[src/logic/timer16_defs.vh]
// Constants for the 16-bit timer slice: register map, fields, reset values
`ifndef TIMER16_DEFS_VH
`define TIMER16_DEFS_VH

// ----------------------------------------------------------------------
// Register addresses (4-bit I/O space, slice-local)
// ----------------------------------------------------------------------
`define ADR_CNT_LO 4'h0
`define ADR_CNT_HI 4'h1
`define ADR_CMPA_LO 4'h2
`define ADR_CMPA_HI 4'h3
`define ADR_CMPB_LO 4'h4
`define ADR_CMPB_HI 4'h5
`define ADR_CAP_LO 4'h6
`define ADR_CAP_HI 4'h7
`define ADR_CTRL_A 4'h8
`define ADR_CTRL_B 4'h9
`define ADR_FLAGS 4'hA
`define ADR_IRQ_EN 4'hB

// ----------------------------------------------------------------------
// Field positions
// ----------------------------------------------------------------------
`define CTLA_WGM_LO 1:0
`define CTLB_CS 2:0
`define CTLB_WGM_HI 4:3
`define CTLB_EDGE 6
`define CTLB_NFE 7
`define FLG_OVF 0
`define FLG_CAP 1
`define IEN_OVF 0
`define IEN_CAP 1

// ----------------------------------------------------------------------
// Values
// ----------------------------------------------------------------------
`define BYTE_ZERO 8'h00
`define WORD_ZERO 16'h0000
`define WORD_ONE 16'h0001
`define WORD_MAX 16'hFFFF
`define TOP_8BIT 16'h00FF
`define TOP_9BIT 16'h01FF
`define TOP_10BIT 16'h03FF
`define CS_STOP 3'h0
`define FILT_LEN 4
`define FILT_ALL 4'hF
`define FILT_NONE 4'h0
`define FILT_HIST_ZERO 3'h0

// Waveform modes that pick a ceiling source or a dual-slope sequence
`define WGM_PC8 4'h1
`define WGM_PC9 4'h2
`define WGM_PC10 4'h3
`define WGM_CTC_A 4'h4
`define WGM_F8 4'h5
`define WGM_F9 4'h6
`define WGM_F10 4'h7
`define WGM_PFC_CAP 4'h8
`define WGM_PFC_A 4'h9
`define WGM_PC_CAP 4'hA
`define WGM_PC_A 4'hB
`define WGM_CTC_CAP 4'hC
`define WGM_F_CAP 4'hE
`define WGM_F_A 4'hF

`endif

[src/logic/timer16_counter_capture.v]
// 16-bit timer slice: byte-wide register access, counter core, input capture
// Functional notes
// - One shared 8-bit high-byte holding register
// - Low-byte write loads whole word in one cycle
// - Low-byte read copies high byte to holding
// - Compare reads bypass the holding register
// - Holding register keeps value after low write
// - Counter high location maps to holding register
// - Clock select zero stops the counter
// - Counter accessible with or without tick
// - CPU counter write beats clear or count
// - Tick clears, increments or decrements counter
// - Floor at zero, ceiling at sequence top
// - Mode field sets sequence and overflow condition
// - Matching edge copies counter into capture
// - Capture flag set with copy; enable gates request
// - Flag clears on service or written one
// - Capture writable only in ceiling modes
// - Floor 0x0000, maximum 0xFFFF
// - Filter needs four equal samples
// - Select bit routes comparator to capture
// - Capture input disabled in ceiling modes
`timescale 1ns/100ps
`include "timer16_defs.vh"

module timer16_counter_capture (
  input wire mclk,
  input wire rstn,
  input wire [3:0] io_addr,
  input wire io_wr,
  input wire io_rd,
  input wire [7:0] io_wdata,
  output reg [7:0] io_rdata,
  input wire tick_in,
  input wire capture_input_pin,
  input wire comparator_output,
  input wire comparator_capture_select,
  input wire capture_irq_ack,
  input wire overflow_irq_ack,
  output wire capture_irq,
  output wire overflow_irq,
  output wire count_floor,
  output wire count_ceiling,
  output wire [3:0] waveform_mode_field,
  output wire [15:0] compare_a_value,
  output wire [15:0] compare_b_value
);

  // --------------------------------------------------------------------
  // Registers
  // --------------------------------------------------------------------
  reg [7:0] hold_ff;
  reg [15:0] counter_value_ff;
  reg [15:0] capture_value_ff;
  reg [15:0] cmpa_ff;
  reg [15:0] cmpb_ff;
  reg [7:0] control_reg_a_ff;
  reg [7:0] control_reg_b_ff;
  reg down_ff;
  reg overflow_flag_ff;
  reg capture_flag_ff;
  reg [1:0] irq_en_ff;
  reg [2:0] src_sync_ff;
  reg src_stable_ff;
  reg [2:0] filt_hist_ff;
  reg filt_out_ff;
  reg edge_prev_ff;

  wire [3:0] wgm;
  wire cap_is_top;
  wire dual_slope;
  wire tick;
  wire [15:0] top_val;
  wire wr_cnt_lo;
  wire wr_cap_lo;
  wire wrap_max;
  wire [3:0] filt_window;

  // Decoded bus strobes
  wire wr_hold;
  wire rd_cnt_lo;
  wire rd_cap_lo;
  wire wr_cmpa_lo;
  wire wr_cmpb_lo;
  wire wr_ctrl_a;
  wire wr_ctrl_b;
  wire wr_irq_en;
  wire wr_flags;
  wire clr_cap;
  wire clr_ovf;
  wire src_raw;
  wire filt_in;
  wire edge_in;
  wire cap_event;
  reg [15:0] nxt_counter;
  reg nxt_down;
  reg ovf_evt;
  reg [7:0] nxt_rdata;

  assign wgm = {control_reg_b_ff[`CTLB_WGM_HI], control_reg_a_ff[`CTLA_WGM_LO]};
  assign waveform_mode_field = wgm;
  assign compare_a_value = cmpa_ff;
  assign compare_b_value = cmpb_ff;

  // Modes where the capture register defines the ceiling
  assign cap_is_top = (wgm == `WGM_PFC_CAP) || (wgm == `WGM_PC_CAP) ||
                      (wgm == `WGM_CTC_CAP) || (wgm == `WGM_F_CAP);
  assign dual_slope = (wgm == `WGM_PC8) || (wgm == `WGM_PC9) || (wgm == `WGM_PC10) ||
                      (wgm == `WGM_PFC_CAP) || (wgm == `WGM_PFC_A) ||
                      (wgm == `WGM_PC_CAP) || (wgm == `WGM_PC_A);

  // --------------------------------------------------------------------
  // Ceiling selection
  // --------------------------------------------------------------------
  assign top_val = (wgm == `WGM_PC8 || wgm == `WGM_F8) ? `TOP_8BIT :
                   (wgm == `WGM_PC9 || wgm == `WGM_F9) ? `TOP_9BIT :
                   (wgm == `WGM_PC10 || wgm == `WGM_F10) ? `TOP_10BIT :
                   (wgm == `WGM_CTC_A || wgm == `WGM_PFC_A ||
                    wgm == `WGM_PC_A || wgm == `WGM_F_A) ? cmpa_ff :
                   cap_is_top ? capture_value_ff : `WORD_MAX;

  assign count_floor = (counter_value_ff == `WORD_ZERO);
  assign count_ceiling = (counter_value_ff == top_val);

  // A counter written above its ceiling runs on to MAX and wraps there
  assign wrap_max = (counter_value_ff == `WORD_MAX);

  // Tick comes from the prescaler on this clock; select zero gates it off
  assign tick = tick_in && (control_reg_b_ff[`CTLB_CS] != `CS_STOP);

  // --------------------------------------------------------------------
  // Bus decode
  // --------------------------------------------------------------------
  assign wr_cnt_lo = io_wr && (io_addr == `ADR_CNT_LO);
  assign wr_cap_lo = io_wr && (io_addr == `ADR_CAP_LO) && cap_is_top;
  // Every high-location write goes to the shared holding byte, whatever the mode
  assign wr_hold = io_wr && ((io_addr == `ADR_CNT_HI) || (io_addr == `ADR_CMPA_HI) ||
                             (io_addr == `ADR_CMPB_HI) || (io_addr == `ADR_CAP_HI));
  assign rd_cnt_lo = io_rd && (io_addr == `ADR_CNT_LO);
  assign rd_cap_lo = io_rd && (io_addr == `ADR_CAP_LO);
  assign wr_cmpa_lo = io_wr && (io_addr == `ADR_CMPA_LO);
  assign wr_cmpb_lo = io_wr && (io_addr == `ADR_CMPB_LO);
  assign wr_ctrl_a = io_wr && (io_addr == `ADR_CTRL_A);
  assign wr_ctrl_b = io_wr && (io_addr == `ADR_CTRL_B);
  assign wr_irq_en = io_wr && (io_addr == `ADR_IRQ_EN);
  assign wr_flags = io_wr && (io_addr == `ADR_FLAGS);
  // Service acknowledge and a written one clear alike
  assign clr_cap = capture_irq_ack || (wr_flags && io_wdata[`FLG_CAP]);
  assign clr_ovf = overflow_irq_ack || (wr_flags && io_wdata[`FLG_OVF]);

  // --------------------------------------------------------------------
  // Counter next state
  // --------------------------------------------------------------------
  always @* begin
    nxt_counter = counter_value_ff;
    nxt_down = down_ff;
    ovf_evt = 1'b0;
    if (tick) begin
      if (dual_slope) begin
        if (!down_ff && count_ceiling) begin
          nxt_down = 1'b1;
          nxt_counter = counter_value_ff - `WORD_ONE;
        end else if (down_ff && count_floor) begin
          nxt_down = 1'b0;
          nxt_counter = counter_value_ff + `WORD_ONE;
          ovf_evt = 1'b1;
        end else if (down_ff) begin
          nxt_counter = counter_value_ff - `WORD_ONE;
        end else begin
          nxt_counter = counter_value_ff + `WORD_ONE;
        end
      end else begin
        nxt_down = 1'b0;
        if (count_ceiling) begin
          nxt_counter = `WORD_ZERO;
          // Clear-on-match modes flag at MAX only; others at their ceiling
          ovf_evt = ((wgm == `WGM_CTC_A) || (wgm == `WGM_CTC_CAP)) ?
                    wrap_max : 1'b1;
        end else begin
          nxt_counter = counter_value_ff + `WORD_ONE;
          ovf_evt = wrap_max;
        end
      end
    end
    if (wr_cnt_lo) begin
      nxt_counter = {hold_ff, io_wdata};
    end
  end

  // --------------------------------------------------------------------
  // Capture path: 3-stage sync, optional filter, edge detect
  // --------------------------------------------------------------------
  assign src_raw = comparator_capture_select ? comparator_output : capture_input_pin;
  assign filt_in = src_stable_ff;
  // Three held samples plus the present one: four equal samples move the output
  assign filt_window = {filt_hist_ff, filt_in};
  assign edge_in = control_reg_b_ff[`CTLB_NFE] ? filt_out_ff : src_stable_ff;
  // Edge compare against last stable level; ceiling modes shut it off
  assign cap_event = !cap_is_top && (edge_in != edge_prev_ff) &&
                     (edge_in == control_reg_b_ff[`CTLB_EDGE]);

  always @(posedge mclk or negedge rstn) begin
    if (!rstn) begin
      src_sync_ff <= 3'h0;
      src_stable_ff <= 1'b0;
      filt_hist_ff <= `FILT_HIST_ZERO;
      filt_out_ff <= 1'b0;
      edge_prev_ff <= 1'b0;
    end else begin
      src_sync_ff <= {src_sync_ff[1:0], src_raw};
      // Level accepted only when second and third stages agree
      if (src_sync_ff[1] == src_sync_ff[2]) begin
        src_stable_ff <= src_sync_ff[2];
      end
      filt_hist_ff <= {filt_hist_ff[1:0], filt_in};
      if (filt_window == `FILT_ALL) begin
        filt_out_ff <= 1'b1;
      end else if (filt_window == `FILT_NONE) begin
        filt_out_ff <= 1'b0;
      end
      if (!cap_is_top) begin
        edge_prev_ff <= edge_in;
      end
    end
  end

  // --------------------------------------------------------------------
  // Register file and counter update
  // --------------------------------------------------------------------
  always @(posedge mclk or negedge rstn) begin
    if (!rstn) begin
      hold_ff <= `BYTE_ZERO;
      counter_value_ff <= `WORD_ZERO;
      capture_value_ff <= `WORD_ZERO;
      cmpa_ff <= `WORD_ZERO;
      cmpb_ff <= `WORD_ZERO;
      down_ff <= 1'b0;
    end else begin
      counter_value_ff <= nxt_counter;
      down_ff <= nxt_down;
      // Holding register: only high-byte writes and low-byte reads touch it
      if (wr_hold) begin
        hold_ff <= io_wdata;
      end else if (rd_cnt_lo) begin
        hold_ff <= counter_value_ff[15:8];
      end else if (rd_cap_lo) begin
        hold_ff <= capture_value_ff[15:8];
      end
      if (wr_cmpa_lo) begin
        cmpa_ff <= {hold_ff, io_wdata};
      end
      if (wr_cmpb_lo) begin
        cmpb_ff <= {hold_ff, io_wdata};
      end
      if (wr_cap_lo) begin
        capture_value_ff <= {hold_ff, io_wdata};
      end else if (cap_event) begin
        capture_value_ff <= counter_value_ff;
      end
    end
  end

  // --------------------------------------------------------------------
  // Control and enable registers
  // --------------------------------------------------------------------
  always @(posedge mclk or negedge rstn) begin
    if (!rstn) begin
      control_reg_a_ff <= `BYTE_ZERO;
      control_reg_b_ff <= `BYTE_ZERO;
      irq_en_ff <= 2'h0;
    end else begin
      if (wr_ctrl_a) begin
        control_reg_a_ff <= io_wdata;
      end
      if (wr_ctrl_b) begin
        control_reg_b_ff <= io_wdata;
      end
      if (wr_irq_en) begin
        irq_en_ff <= {io_wdata[`IEN_CAP], io_wdata[`IEN_OVF]};
      end
    end
  end

  // --------------------------------------------------------------------
  // Event flags
  // --------------------------------------------------------------------
  always @(posedge mclk or negedge rstn) begin
    if (!rstn) begin
      overflow_flag_ff <= 1'b0;
      capture_flag_ff <= 1'b0;
    end else begin
      // Hardware set wins over a coincident clear, so no event is lost
      if (cap_event) begin
        capture_flag_ff <= 1'b1;
      end else if (clr_cap) begin
        capture_flag_ff <= 1'b0;
      end
      // A counter write discards the count step, and its overflow with it
      if (ovf_evt && !wr_cnt_lo) begin
        overflow_flag_ff <= 1'b1;
      end else if (clr_ovf) begin
        overflow_flag_ff <= 1'b0;
      end
    end
  end

  assign capture_irq = capture_flag_ff && irq_en_ff[`IEN_CAP];
  assign overflow_irq = overflow_flag_ff && irq_en_ff[`IEN_OVF];

  // --------------------------------------------------------------------
  // Read data (registered, valid the cycle after io_rd)
  // --------------------------------------------------------------------
  always @* begin
    case (io_addr)
      `ADR_CNT_LO: nxt_rdata = counter_value_ff[7:0];
      `ADR_CNT_HI: nxt_rdata = hold_ff;
      `ADR_CMPA_LO: nxt_rdata = cmpa_ff[7:0];
      `ADR_CMPA_HI: nxt_rdata = cmpa_ff[15:8];
      `ADR_CMPB_LO: nxt_rdata = cmpb_ff[7:0];
      `ADR_CMPB_HI: nxt_rdata = cmpb_ff[15:8];
      `ADR_CAP_LO: nxt_rdata = capture_value_ff[7:0];
      `ADR_CAP_HI: nxt_rdata = hold_ff;
      `ADR_CTRL_A: nxt_rdata = control_reg_a_ff;
      `ADR_CTRL_B: nxt_rdata = control_reg_b_ff;
      `ADR_FLAGS: nxt_rdata = {6'h00, capture_flag_ff, overflow_flag_ff};
      `ADR_IRQ_EN: nxt_rdata = {6'h00, irq_en_ff};
      default: nxt_rdata = `BYTE_ZERO;
    endcase
  end

  always @(posedge mclk or negedge rstn) begin
    if (!rstn) begin
      io_rdata <= `BYTE_ZERO;
    end else if (io_rd) begin
      io_rdata <= nxt_rdata;
    end
  end

endmodule // timer16_counter_capture

[config.mk]
export PLATFORM = sky130hd
export DESIGN_NAME = timer16_counter_capture
export DESIGN_NICKNAME = d
export VERILOG_FILES = /design/src/logic/timer16_counter_capture.v
export VERILOG_INCLUDE_DIRS = /design/src /design/src/logic
export SDC_FILE = /design/constraint.sdc
export NUM_CORES = 1
export LEC_CHECK = 0
export BUFFER_PORTS_ARGS = -buffer_cell sky130_fd_sc_hd__buf_2
export CAP_MARGIN = 25
export CORE_MARGIN = 4
export CORE_UTILIZATION = 53
export DETAILED_ROUTE_END_ITERATION = 6
export GPL_ROUTABILITY_DRIVEN = 1
export PLACE_DENSITY = 0.8
export REMOVE_ABC_BUFFERS = 1
export SETUP_SLACK_MARGIN = 0.1
export SYNTH_ARGS = -nofsm -noshare
export SYNTH_HDL_FRONTEND = slang
export SYNTH_SLANG_ARGS = --single-unit
[constraint.sdc]
create_clock -name mclk -period 2.9 [get_ports mclk]
set_input_delay 0 -clock mclk [delete_from_list [all_inputs] [get_ports mclk]]
set_output_delay 0 -clock mclk [all_outputs]
set_load 0.01 [all_outputs]
==> After elaboration in Yosys (flattened, before gate mapping) <==
Index checks and enable logic that the tools add are counted.
{ "totals": {"reg_bits": 110, "inputBits": 22, "elab_cells": 144} }
{ "op_classes": {"add_sub_neg": 2, "n_eq_ne": 32, "mux": 35, "reduce_logical": 58} }
{ "ops": {"columns": ["operator", "n"], "rows": [
  ["16-bit two-way mux", 14],
  ["8-bit one-hot mux with 11 select lines", 1],
  ["4-bit equality test, second input constant", 12],
  ["4-bit by 3-bit equality test with 1-bit output, second input constant", 8],
  ["8-bit two-way mux", 3],
  ["1-bit logical AND", 22],
  ["1-bit logical OR", 21],
  ["1-bit two-way mux", 17],
  ["16-bit by 1-bit adder with 16-bit output, second input constant", 1],
  ["16-bit equality test", 1],
  ["16-bit equality test, second input constant", 1],
  ["4-bit by 2-bit equality test with 1-bit output, second input constant", 4],
  ["16-bit logical NOT", 1],
  ["16-bit by 1-bit subtractor with 16-bit output, second input constant", 1],
  ["2-bit nonzero test", 5],
  ["4-bit by 1-bit equality test with 1-bit output, second input constant", 2],
  ["4-bit logical NOT", 2],
  ["3-bit nonzero test", 2],
  ["1-bit logical NOT", 3],
  ["3-bit by 1-bit inequality test with 1-bit output, second input constant", 1],
  ["1-bit equality test", 2],
  ["2-bit AND reduction", 1],
  ["2-bit OR reduction", 1],
  ["1-bit inequality test", 1]
]} }

==> Depth between registers and ports, before layout <==
Gate-level depths: netlist of the first run.
{ "depth": {"ltp_word": 16, "mapped_depth": 13, "mapped_depth_nobuf": 9} }

==> Least setup slack after synthesis of the first run <==
OpenSTA, ideal clock, no wires.
{ "synth_path": {"kind": "register -> register", "startpoint": "register control_reg_a_ff[0]", "endpoint": "register counter_value_ff[12]", "t_arrival_ns": 2.616, "slack_ns": 0.150, "stages_incl_launch_ff": 12, "period_less_slack_ns": 2.750, "cell_sequence": "dfrtp_1 -> buf_6 -> or3_4 -> buf_6 -> a21bo_4 -> nand3_2 -> nand4b_4 -> nor4_4 -> a31oi_4 -> and3_1 -> a2111oi_1 -> a21oi_1"} }
{ "synth_via": {"elab_chain_len": 15, "elab_cells_between_ends": 41, "classes_between": "eq/ne: 15; mux: 10; reduce/logical: 16"} }
{ "synth_lines": {"columns": ["element", "line", "text"], "rows": [
  ["start, declared", "timer16_counter_capture.v:57", "reg [7:0] control_reg_a_ff;"],
  ["start signal, assigned", "timer16_counter_capture.v:268", "control_reg_a_ff <= `BYTE_ZERO;"],
  ["start signal, assigned", "timer16_counter_capture.v:273", "control_reg_a_ff <= io_wdata;"],
  ["4-bit equality test (no line)", null, null],
  ["1-bit logical OR (3 in a row)", "timer16_counter_capture.v:106", "assign cap_is_top = (wgm == `WGM_PFC_CAP) || (wgm == `WGM_PC_CAP) ||"],
  ["16-bit two-way mux (no line) (5 in a row)", null, null],
  ["16-bit equality test", "timer16_counter_capture.v:123", "assign count_ceiling = (counter_value_ff == top_val);"],
  ["1-bit logical AND", "timer16_counter_capture.v:160", "if (!down_ff && count_ceiling) begin"],
  ["16-bit two-way mux", "timer16_counter_capture.v:160", null],
  ["16-bit two-way mux *", "timer16_counter_capture.v:159", "if (dual_slope) begin"],
  ["16-bit two-way mux *", "timer16_counter_capture.v:158", "if (tick) begin"],
  ["16-bit two-way mux *", "timer16_counter_capture.v:185", "if (wr_cnt_lo) begin"],
  ["end signal, assigned", "timer16_counter_capture.v:233", "counter_value_ff <= `WORD_ZERO;"],
  ["end signal, assigned", "timer16_counter_capture.v:239", "counter_value_ff <= nxt_counter;"],
  ["end, declared", "timer16_counter_capture.v:53", "reg [15:0] counter_value_ff;"]
]} }
Mark *: on every way between the ends. The rest lies on a longest branch, timed or not. The select of a mux whose other input is x is not followed.
A chain may end at the register's enable or synchronous reset.

==> Worst setup path in the final report of the first run <==
Same ends and word-level chain as after synthesis.

==> results of run 1 <==
critical path: cells and delay by family, from the launching register on:
family | cells | cell delay [ns]
flip-flops | 1 | 0.44
buffers and inverters | 3 | 0.47
AND/OR/NAND/NOR | 4 | 0.62
AO/OA/AOI/OAI | 5 | 1.27
sequential cells by signal, summed over array words and instances (netlist names):
name              flops
irq_en_ff             2
overflow_flag_ff      1
control_reg_b_ff      8
compare_b_value      16
compare_a_value      16
capture_flag_ff       1
filt_out_ff           1
edge_prev_ff          1
filt_hist_ff          3
filt_in               1
io_rdata              8
capture_value_ff     16
counter_value_ff     16
down_ff               1
src_sync_ff           3
control_reg_a_ff      8
hold_ff               8
routing by layer:
layer / part of all wire / vias to the layer above
li1: - / 3262
met1: 0.40 / 3553
met2: 0.44 / 492
met3: 0.11 / 91
met4: 0.047 / 0
met5: 0 / -
layout make-up:
type,instances,area (um2)
Inverter,26,97.59
Sequential cell,110,2755
Tap cell,176,220.2
Multi-Input combinational cell,613,4305
Fill cell,1103,4404
Timing Repair Buffer,176,1241
Clock inverter,7,98.84
Clock buffer,9,225.2
worst max-delay path by stage:
stage                             start                   end  slack [ns]  cells after the start
floorplan           control_reg_a_ff[0]  counter_value_ff[12]       -0.25                      9
global placement    control_reg_b_ff[4]  counter_value_ff[11]       -0.02                     13
detailed placement  control_reg_b_ff[4]  counter_value_ff[15]       -0.06                     12
CTS                 control_reg_b_ff[3]         count_ceiling        0.02                     11
global route        control_reg_a_ff[0]  counter_value_ff[11]       -0.13                     12
finish              control_reg_a_ff[0]  counter_value_ff[12]       -0.04                     12
power groups by stage:
stage,registers (mW),clock network [mW],logic [mW]
2_1_floorplan,2.45,0,1.38
3_3_place_gp,2.39,0,2.58
3_5_place_dp,2.39,0,2.63
4_1_cts,2.37,1.37,2.73
5_1_grt,2.44,1.42,3.18
6_report,2.40,1.36,2.95
kinds of logic (layout without fill, tap and decap cells):
logic type,Yosys count,count (layout),synth area share
AND/OR/NAND/NOR,268,268,0.1939
multiplexers,89,89,0.1315
AO/OA/AOI/OAI,243,244,0.2230
adder cells (fa/ha/maj),4,4,0.006550
XOR/XNOR,8,8,0.009652
buffers and inverters,92,218,0.05618
flip-flops,110,110,0.3792
cells in the final DEF, fill, tap and decap left out, types with 8 or more instances in the layout:
cell type / instances
nor2_1: 82
a21oi_1: 52
nor3_1: 19
o21ai_0: 47
buf_2: 68
clkbuf_16: 9
nand2_1: 50
a22oi_1: 23
mux2_2: 51
o211ai_1: 8
a31oi_1: 20
and3_1: 11
dfrtp_1: 108
inv_1: 25
buf_4: 89
nand3_1: 21
nor2b_1: 16
buf_6: 10
mux2i_1: 38
what timing repair did:
action,in CTS,in global routing
pin swaps,6,17
setup buffers,7,9
setup endpoints to repair,17,17
cloned,0,2
hold buffers,6,0
gates resized for setup,18,38
endpoints found under the hold margin,65,0
through the flow:
step	setup slack [ns]	hold WS (ns)
after floorplan	-0.2548	-0.2956
after global placement	-0.02099	0.1364
after detailed placement	-0.06206	0.1398
after CTS	0.02332	0.0009258
after global routing	-0.1254	0.02662
final	-0.04425	0.007950
==> impl_metrics.tcl, run 1 <==
set metrics [dict create \
    status "finished with violations" \
    violations "setup timing" \
    synth_seq_area_share 0.3792 \
    antenna_left 0 \
    antennaDiodeCount 0 \
    antenna_found_initial 0 \
    p_switching_mw 2.830 \
    hold_violations 0 \
    r2r-end "counter_value_ff[12]" \
    synth.largest_area_cell "dfrtp_1" \
    min_period_ns 2.944 \
    yosysTopAreaCellShare 0.3792 \
    fin_worst_skew_ns 0.01152 \
    synth_cell_types 78 \
    cp_max_fo 8 \
    switching_share 0.4222 \
    die_h_um 125.0 \
    clockPowerShare 0.203 \
    place_area_mm2 0.008194 \
    path_class "register to register" \
    internal_power_mw 3.873 \
    power_frac_seq 0.357 \
    routed_via_density 6.623 \
    hp-class "input port to register" \
    synth_area_per_cell_um2 8.918 \
    drc 0 \
    ys_ff_latch 110 \
    num_rows 42 \
    yosys_warnings 0 \
    die_w_um 125.0 \
    fmax_mhz 339.6 \
    fin_crit_sh 1.015 \
    reg2reg_slack_ns -0.04 \
    cts-root-buf "clkbuf_16" \
    post_synth_main_area_contributors "dfrtp_1 38%, mux2_2 7.9%, mux2i_1 5.2%" \
    crit_path_start_kind "register" \
    fin_nets 961 \
    clkSinkCount 110 \
    num_io_pins 70 \
    port_buffers 69 \
    tritoncts "yes" \
    peakVddDrop_mv 0.5175 \
    num_vias 7398 \
    hold_end "capture_value_ff[5]" \
    place.gp.congestion 1.045 \
    cts_buffers 9 \
    grt_pass1_wl_um 39300 \
    synthTopCellsByCount "110 x dfrtp_1, 82 x nor2_1, 57 x a21oi_1, 53 x o21ai_0, 51 x mux2_2" \
    syn2layout_area_growth_pct 23.20 \
    met1_usage 0.4513 \
    reg2reg_from "control_reg_a_ff[0]" \
    maxCapViolations 0 \
    met2_usage 0.4704 \
    hpwlAfterDp_um 17870 \
    wire_per_inst_um 22.86 \
    final_layout_size_suffix_gt1_frac 0.3167 \
    busiest_layer "met2" \
    cp_common_cell "buf_6" \
    slowest_delay_ns 0.44 \
    async_reset_ff_frac 1.000 \
    use_met3 0.07335 \
    critical_path_arrival_ns 3.19 \
    slew_viol_final 0 \
    design.core.area_mm2 0.01335 \
    grt_overflow 0 \
    die_area_mm2 0.01563 \
    grt_use_total 0.3188 \
    netlist_instances 814 \
    postLayoutCoreUtil 0.6700 \
    dp.cells 1077 \
    cts_buffer_depth 2 \
    share_comb_of_total_power 0.440 \
    worstHoldStart "io_wdata[5]" \
    cp_cell_sequence "buf_4, or3_4, a21oi_2, nor3_1, o211ai_1, nor3_4, buf_6, a31oi_4, buf_6, nor2_1, a2111oi_2, a21oi_1" \
    p_total_mw 6.704 \
    setup_tns_ns -0.1033 \
    crit_required_ns 3.15 \
    post-route-cell-area_mm2 0.008944 \
    drt_iter0_drc 1128 \
    synth_edf_count 0 \
    first_pass_iters 6 \
    stdcell_count 1117 \
    p_leak_nw 3.860 \
    cp-end-kind "register" \
    holdPathStages 3 \
    cts.reportedPaths.clkPinSlew_ns 0.09 \
    layout_setup_ws_ns -0.04425 \
    rsz0062_at_grt "yes" \
    first_global_vias 6877 \
    reg2regPathDepth 12 \
    synthesis.area_mm2 0.007259 \
    worst_pin_slew_ns 0.8128 \
    htree_levels 3 \
    power.density_mw_per_mm2 749.6 \
    slew_headroom 0.4581 \
    clock_latency_ns 0.38 \
    wl_um 25540 \
    ys.flop_type "dfrtp_1" \
    setup_violations 3 \
    grt_max_degree 62 \
    start_util 0.5439 \
    post-synth-top-count-cell "dfrtp_1" \
    crit_slowest_cell "dfrtp_2" \
]
(Power assumes the default switching activity.)
==> run 2: changes to the inputs <==
--- a/config.mk
+++ b/config.mk
@@ -6,10 +6,12 @@
 export SDC_FILE = /design/constraint.sdc
 export NUM_CORES = 1
 export LEC_CHECK = 0
+export ABC_AREA = 1
 export BUFFER_PORTS_ARGS = -buffer_cell sky130_fd_sc_hd__buf_2
 export CAP_MARGIN = 25
 export CORE_MARGIN = 4
 export CORE_UTILIZATION = 53
+export CTS_CLUSTER_DIAMETER = 100
 export DETAILED_ROUTE_END_ITERATION = 6
 export GPL_ROUTABILITY_DRIVEN = 1
 export PLACE_DENSITY = 0.8
==> run 2 against run 1 <==
The run now ends clean; final area fell by 7.5%; cell count grew 17%; first-iteration DRC count decreased by 19%; flip-flop and latch count is the same; area after synthesis grew 1.3%; fmax grew 15%; via count up 2.6%; clock-buffer cell count unchanged; register-to-register slack better by 0.40 ns; combinational power up 6%; global-route usage down 2.5 points; sequential power is essentially flat; critical endpoint is now count_ceiling; highest routed layer unchanged.
==> impl_metrics.tcl, run 2 <==
set metrics [dict create \
    mostFrequentLayoutCell "nand2_1" \
    postLayoutCoreUtil 0.6176 \
    p_leak_nw 4.430 \
    status "finished clean" \
    reg2reg_slack_ns 0.36 \
    path_class "register to output port" \
    p_total_mw 6.830 \
    hp-class "input port to register" \
    antennaDiodeCount 0 \
    power.density_mw_per_mm2 825.2 \
    first_pass_iters 6 \
    antenna_left 0 \
    crit_path_start_kind "register" \
    place.gp.congestion 0.9296 \
    wire_per_inst_um 17.93 \
    ys.flop_type "dfrtp_1" \
    synth.largest_area_cell "dfrtp_1" \
    htree_levels 3 \
    grt_max_degree 68 \
    synth_xor_xnor_area_share 0.03097 \
    grt_use_total 0.2936 \
    clkSinkCount 110 \
    power_frac_seq 0.355 \
    critical_path_arrival_ns 2.55 \
    ys_ff_latch 110 \
    wl_um 23470 \
    clock_latency_ns 0.36 \
    stdcell_count 1309 \
    netlist_instances 1065 \
    num_vias 7590 \
    cp_max_fo 20 \
    synth_cell_types 38 \
    cts_buffer_depth 2 \
    drc 0 \
    hold_violations 0 \
    first_global_vias 7004 \
    die_w_um 125.8 \
    cts.reportedPaths.clkPinSlew_ns 0.08 \
    yosysTopAreaCellShare 0.3744 \
    crit_slowest_cell "dfrtp_1" \
    min_period_ns 2.553 \
    layout_common_cells "348 x nand2_1, 121 x inv_1, 109 x dfrtp_1" \
    slowest_delay_ns 0.48 \
    rsz0062_at_grt "no" \
    design.core.area_mm2 0.01340 \
    fin_crit_sh 0.8803 \
    cp_cell_sequence "inv_2, nand3_1, buf_4, nand4_1, nand3_1, nand2_1, nor3_1, nand4_1, nor4_2, buf_2" \
    port_buffers 69 \
    maxCapViolations 0 \
    timing.hold.ws_ns 0.01215 \
    hpwlAfterDp_um 16980 \
    synthTopCellsByCount "348 x nand2_1, 121 x inv_1, 110 x dfrtp_1, 102 x o21ai_0, 84 x nor2_1" \
    muxShareOfSynthArea 0.01651 \
    die_area_mm2 0.01582 \
    slew_viol_final 0 \
    routed_via_density 5.798 \
    internal_power_mw 3.634 \
    grt_pass1_wl_um 37400 \
    post_synth_main_area_contributors "dfrtp_1 37%, nand2_1 18%, o21ai_0 6.9%" \
    async_reset_ff_frac 1.000 \
    tritoncts "yes" \
    setup_violations 0 \
    peakVddDrop_mv 0.4108 \
    slew_headroom 0.3880 \
    setup_tns_ns 0 \
    syn2layout_area_growth_pct 12.58 \
    num_rows 42 \
    synthesis.area_mm2 0.007352 \
    fin_worst_skew_ns 0.01001 \
    synth-simple-area-share 0.3225 \
    crit_required_ns 2.90 \
    clockPowerShare 0.187 \
    p_switching_mw 3.195 \
    yosys_warnings 0 \
    post-synth-top-count-cell "nand2_1" \
    synth-compound-area-share 0.1448 \
    synth_seq_area_share 0.3744 \
    start_util 0.5486 \
    cts-root-buf "clkbuf_16" \
    synth_area_per_cell_um2 6.903 \
    yosys.area_share.adder 0.006467 \
    drt_iter0_drc 917 \
    die_h_um 125.8 \
    cp-end-kind "output port" \
    num_io_pins 70 \
    share_comb_of_total_power 0.458 \
    dp.cells 1276 \
    fmax_mhz 391.7 \
    final_layout_size_suffix_gt1_frac 0.1297 \
    switching_share 0.4678 \
    cts_buffers 9 \
    worst_pin_slew_ns 0.9180 \
    grt_overflow 0 \
    synth_edf_count 0 \
    antenna_found_initial 0 \
    synth_top_family_by_area "simple AND/OR/NAND/NOR gates" \
    fin_nets 1153 \
]
## run 2: changes by cell type in the layout (fill, tap and decap cells not counted), sizes merged, moves of 36 or more
cell,change
nand2,+306
inv,+98
buf,-75
a21oi,-45
o21ai,+45
mux2,-42
nand4,+41
mux2i,-36
## run 2: worst max-delay path: cells and delay by family (launching register included)
family | cells | cell delay (ns)
buffers and inverters | 3 | 0.53
flip-flops | 1 | 0.48
AND/OR/NAND/NOR | 7 | 1.18
## run 2: power groups by stage
stage          logic (mW)  registers [mW]  clock network [mW]
3_3_place_gp         2.96            2.42                   0
2_1_floorplan        2.09            2.35                   0
6_report             3.13            2.42                1.28
5_1_grt              3.52            2.48                1.36
3_5_place_dp         3.01            2.43                   0
4_1_cts              3.05            2.41                1.28
## run 2: final timing paths
path / from / endpoint / cells past startpoint
min: io_wdata[6] / capture_value_ff[6] / 3
min reg2reg: src_sync_ff[0] / src_sync_ff[1] / 0
max: control_reg_a_ff[1] / count_ceiling / 10
max in group asynchronous: rstn / control_reg_a_ff[6] / 4
min in group asynchronous: rstn / src_sync_ff[0] / 2
max reg2reg: control_reg_a_ff[0] / counter_value_ff[1] / 18
## run 2: area by class of cell
cell class	instances	area (um2)
fill	1307	5124
clock inverter	7	77.57
multi-input combinational	772	3847
inverter	129	486.7
timing repair buffer	106	665.6
sequential	110	2754
clock buffer	9	225.2
tap	176	220.2
## run 2: timing repair
action,in CTS,in global routing
resized for setup,0,3
endpoints found under the hold margin,75,0
setup buffers,0,6
hold buffers,11,0
endpoints found under the setup margin,0,17
## run 2: cells by family after synthesis
kind of cell	count (synthesis)
xor gates and xnor gates	26
DFF	110
buffers and inverters	183
adders and majority gates	4
AOI/OAI and AO/OA	179
muxes	11
and+or+nand+nor	552
## run 2: metal layers
layer	vias to the layer above	GRT usage	routed length [um]	share of wire
li1	3613	-	-	-
met1	3517	0.4191	9849	0.42
met2	412	0.4619	10740	0.46
met3	48	0.04022	2231	0.095
met4	0	0.1028	649	0.028
met5	-	0	0	0
## run 2: stage by stage
step / area, um2 / setup WS, ns
6_report: 8277 / 0.3471
4_1_cts: 8219 / 0.2357
3_5_place_dp: 7806 / 0.2477
2_1_floorplan: 7072 / 0.3581
3_3_place_gp: 7806 / 0.2861
5_1_grt: 8277 / 0.1060
==> run 3: changes to the inputs <==
--- a/config.mk
+++ b/config.mk
@@ -15,6 +15,7 @@
 export DETAILED_ROUTE_END_ITERATION = 6
 export GPL_ROUTABILITY_DRIVEN = 1
 export PLACE_DENSITY = 0.8
+export RECOVER_POWER = 50
 export REMOVE_ABC_BUFFERS = 1
 export SETUP_SLACK_MARGIN = 0.1
 export SYNTH_ARGS = -nofsm -noshare
==> run 3 against run 2 <==
The run now ends with capacitance limit, slew limit left; via count is 0.36% lower; register-to-register slack hardly changed; flip-flop and latch count stayed put; critical path depth is 8 higher; critical endpoint is now counter_value_ff[1]; largest cell class unchanged.
==> impl_metrics.tcl, run 3 (synthesis gave the netlist of run 2 again) <==
set metrics [dict create \
    worstHoldStart "io_wdata[6]" \
    fin_worst_skew_ns 0.01056 \
    r2r-end "counter_value_ff[1]" \
    cts_buffer_depth 2 \
    reg2reg_from "control_reg_a_ff[0]" \
    power.density_mw_per_mm2 827.2 \
    mostFrequentLayoutCell "nand2_1" \
    crit_buf_inv 2 \
    holdPathStages 3 \
    tritoncts "yes" \
    crit_family "simple AND/OR/NAND/NOR gates" \
    crit_path_start_kind "register" \
    slew_headroom -0.1108 \
    wl_um 23450 \
    cp_common_cell "nand2_1" \
    die_h_um 125.8 \
    start_util 0.5486 \
    routed_via_density 5.778 \
    die_area_mm2 0.01582 \
    clkSinkCount 110 \
    grt_max_degree 68 \
    antenna_found_initial 0 \
    layout_common_cells "348 x nand2_1, 121 x inv_1, 109 x dfrtp_1" \
    htree_levels 3 \
    drc 0 \
    hp-class "input port to register" \
    setup_violations 0 \
    nFillCells 1334 \
    cts_buffers 9 \
    grt_use_total 0.2936 \
    rsz0062_at_grt "no" \
    post-route-cell-area_mm2 0.008215 \
    cts.reportedPaths.clkPinSlew_ns 0.09 \
    cp_max_fo 23 \
    hpwlAfterDp_um 16980 \
    wire_per_inst_um 17.91 \
    critical_path_arrival_ns 2.79 \
    syn2layout_area_growth_pct 11.74 \
    place_area_mm2 0.007806 \
    antennaDiodeCount 0 \
    design.core.area_mm2 0.01340 \
    drt_iter0_drc 875 \
    clock_latency_ns 0.36 \
    slowest_delay_ns 0.48 \
    final_layout_size_suffix_gt1_frac 0.09003 \
    num_io_pins 70 \
    worst_pin_slew_ns 1.666 \
    fin_nets 1153 \
    setup_tns_ns 0 \
    cp_cell_sequence "inv_2, nand2_4, inv_4, nand2_1, nand2_1, nand2_1, nand3_1, nand2_1, nor2_1, nand2_2, nor2_8, nand3_4, nand2_1, nand2_1, nand2_1, nand2_1, nand2_1, nand2_1" \
    grt_pass1_wl_um 37400 \
    p_leak_nw 4.266 \
    fmax_mhz 394.6 \
    hold_end "capture_value_ff[6]" \
    port_buffers 69 \
    violations "capacitance limit, slew limit" \
    reg2regPathDepth 18 \
    place.gp.congestion 0.9296 \
    min_period_ns 2.534 \
    status "finished with violations" \
    cts-root-buf "clkbuf_16" \
    path_class "register to register" \
    grt_overflow 0 \
    first_pass_iters 6 \
    antenna_left 0 \
    crit_required_ns 3.16 \
    first_global_vias 7004 \
    num_rows 42 \
    num_vias 7563 \
    crit_slowest_cell "dfrtp_2" \
    cp-end-kind "register" \
    fin_crit_sh 0.8738 \
    reg2reg_slack_ns 0.37 \
    maxCapViolations 1 \
    slew_viol_final 67 \
    peakVddDrop_mv 0.4100 \
    die_w_um 125.8 \
    hold_violations 0 \
]
-- run 3: cell count changes in the layout (fill, tap and decap cells not counted), sizes merged --
cell | previous run | this run
buf | 95 | 49
clkbuf | 9 | 55
-- run 3: area by class of cell --
class                   instances  area (um2)  area share
multi-input cells             772        3847      0.4683
flip-flops and latches        110        2754      0.3352
repair buffers                106       604.3     0.07356
inverters                     129       486.7     0.05924
clock buffers                   9       225.2     0.02741
well taps                     176       220.2     0.02680
clock inverters                 7       77.57    0.009443
-- run 3: where the power goes --
group | total (mW) | switching (mW) | internal [mW]
combinational | 3.09 | 2.05 | 1.04
clock | 1.28 | 0.664 | 0.615
sequential | 2.43 | 0.481 | 1.94
-- run 3: worst reg2reg max path, delay by kind of cell, from the launching register on --
family        cells  cell delay, ns
simple gates     16            1.63
flops             1            0.48
buf+inv           2            0.34
-- run 3: repair_timing --
item,CTS,global route
resized for setup,0,3
setup endpoints to repair,0,17
hold buffers,11,0
endpoints found under the hold margin,75,0
buffers inserted,0,6
-- run 3: worst max-delay path by stage --
stage | startpoint | cells after the start | end
after floorplan | control_reg_a_ff[0] | 7 | capture_value_ff[0]
after global placement | control_reg_a_ff[0] | 17 | counter_value_ff[11]
after detailed placement | control_reg_a_ff[0] | 19 | counter_value_ff[15]
after CTS | control_reg_a_ff[0] | 17 | counter_value_ff[1]
after global routing | control_reg_a_ff[1] | 16 | counter_value_ff[13]
final | control_reg_a_ff[0] | 18 | counter_value_ff[1]
-- run 3: layer usage --
metal / vias to the layer above / wire length (um) / global-route usage
met5: - / 0 / 0
met3: 59 / 2308 / 0.04022
met4: 0 / 700 / 0.1028
met1: 3473 / 9767 / 0.4191
li1: 3610 / - / -
met2: 421 / 10670 / 0.4619
-- run 3: through the flow --
stage | instances | util | hold slack (ns) | total power [mW] | worst slack, ns
final | 1309 | 0.6131 | 0.005642 | 6.796 | 0.3659
after global routing | 1309 | 0.6131 | 0.04288 | 7.317 | 0.1059
after CTS | 1303 | 0.6134 | 0.002872 | 6.729 | 0.2357
after detailed placement | 1276 | 0.5825 | 0.1631 | 5.441 | 0.2477
after global placement | 1276 | 0.5825 | 0.1594 | 5.378 | 0.2861
after floorplan | 1011 | - | -0.2956 | 4.442 | 0.3581
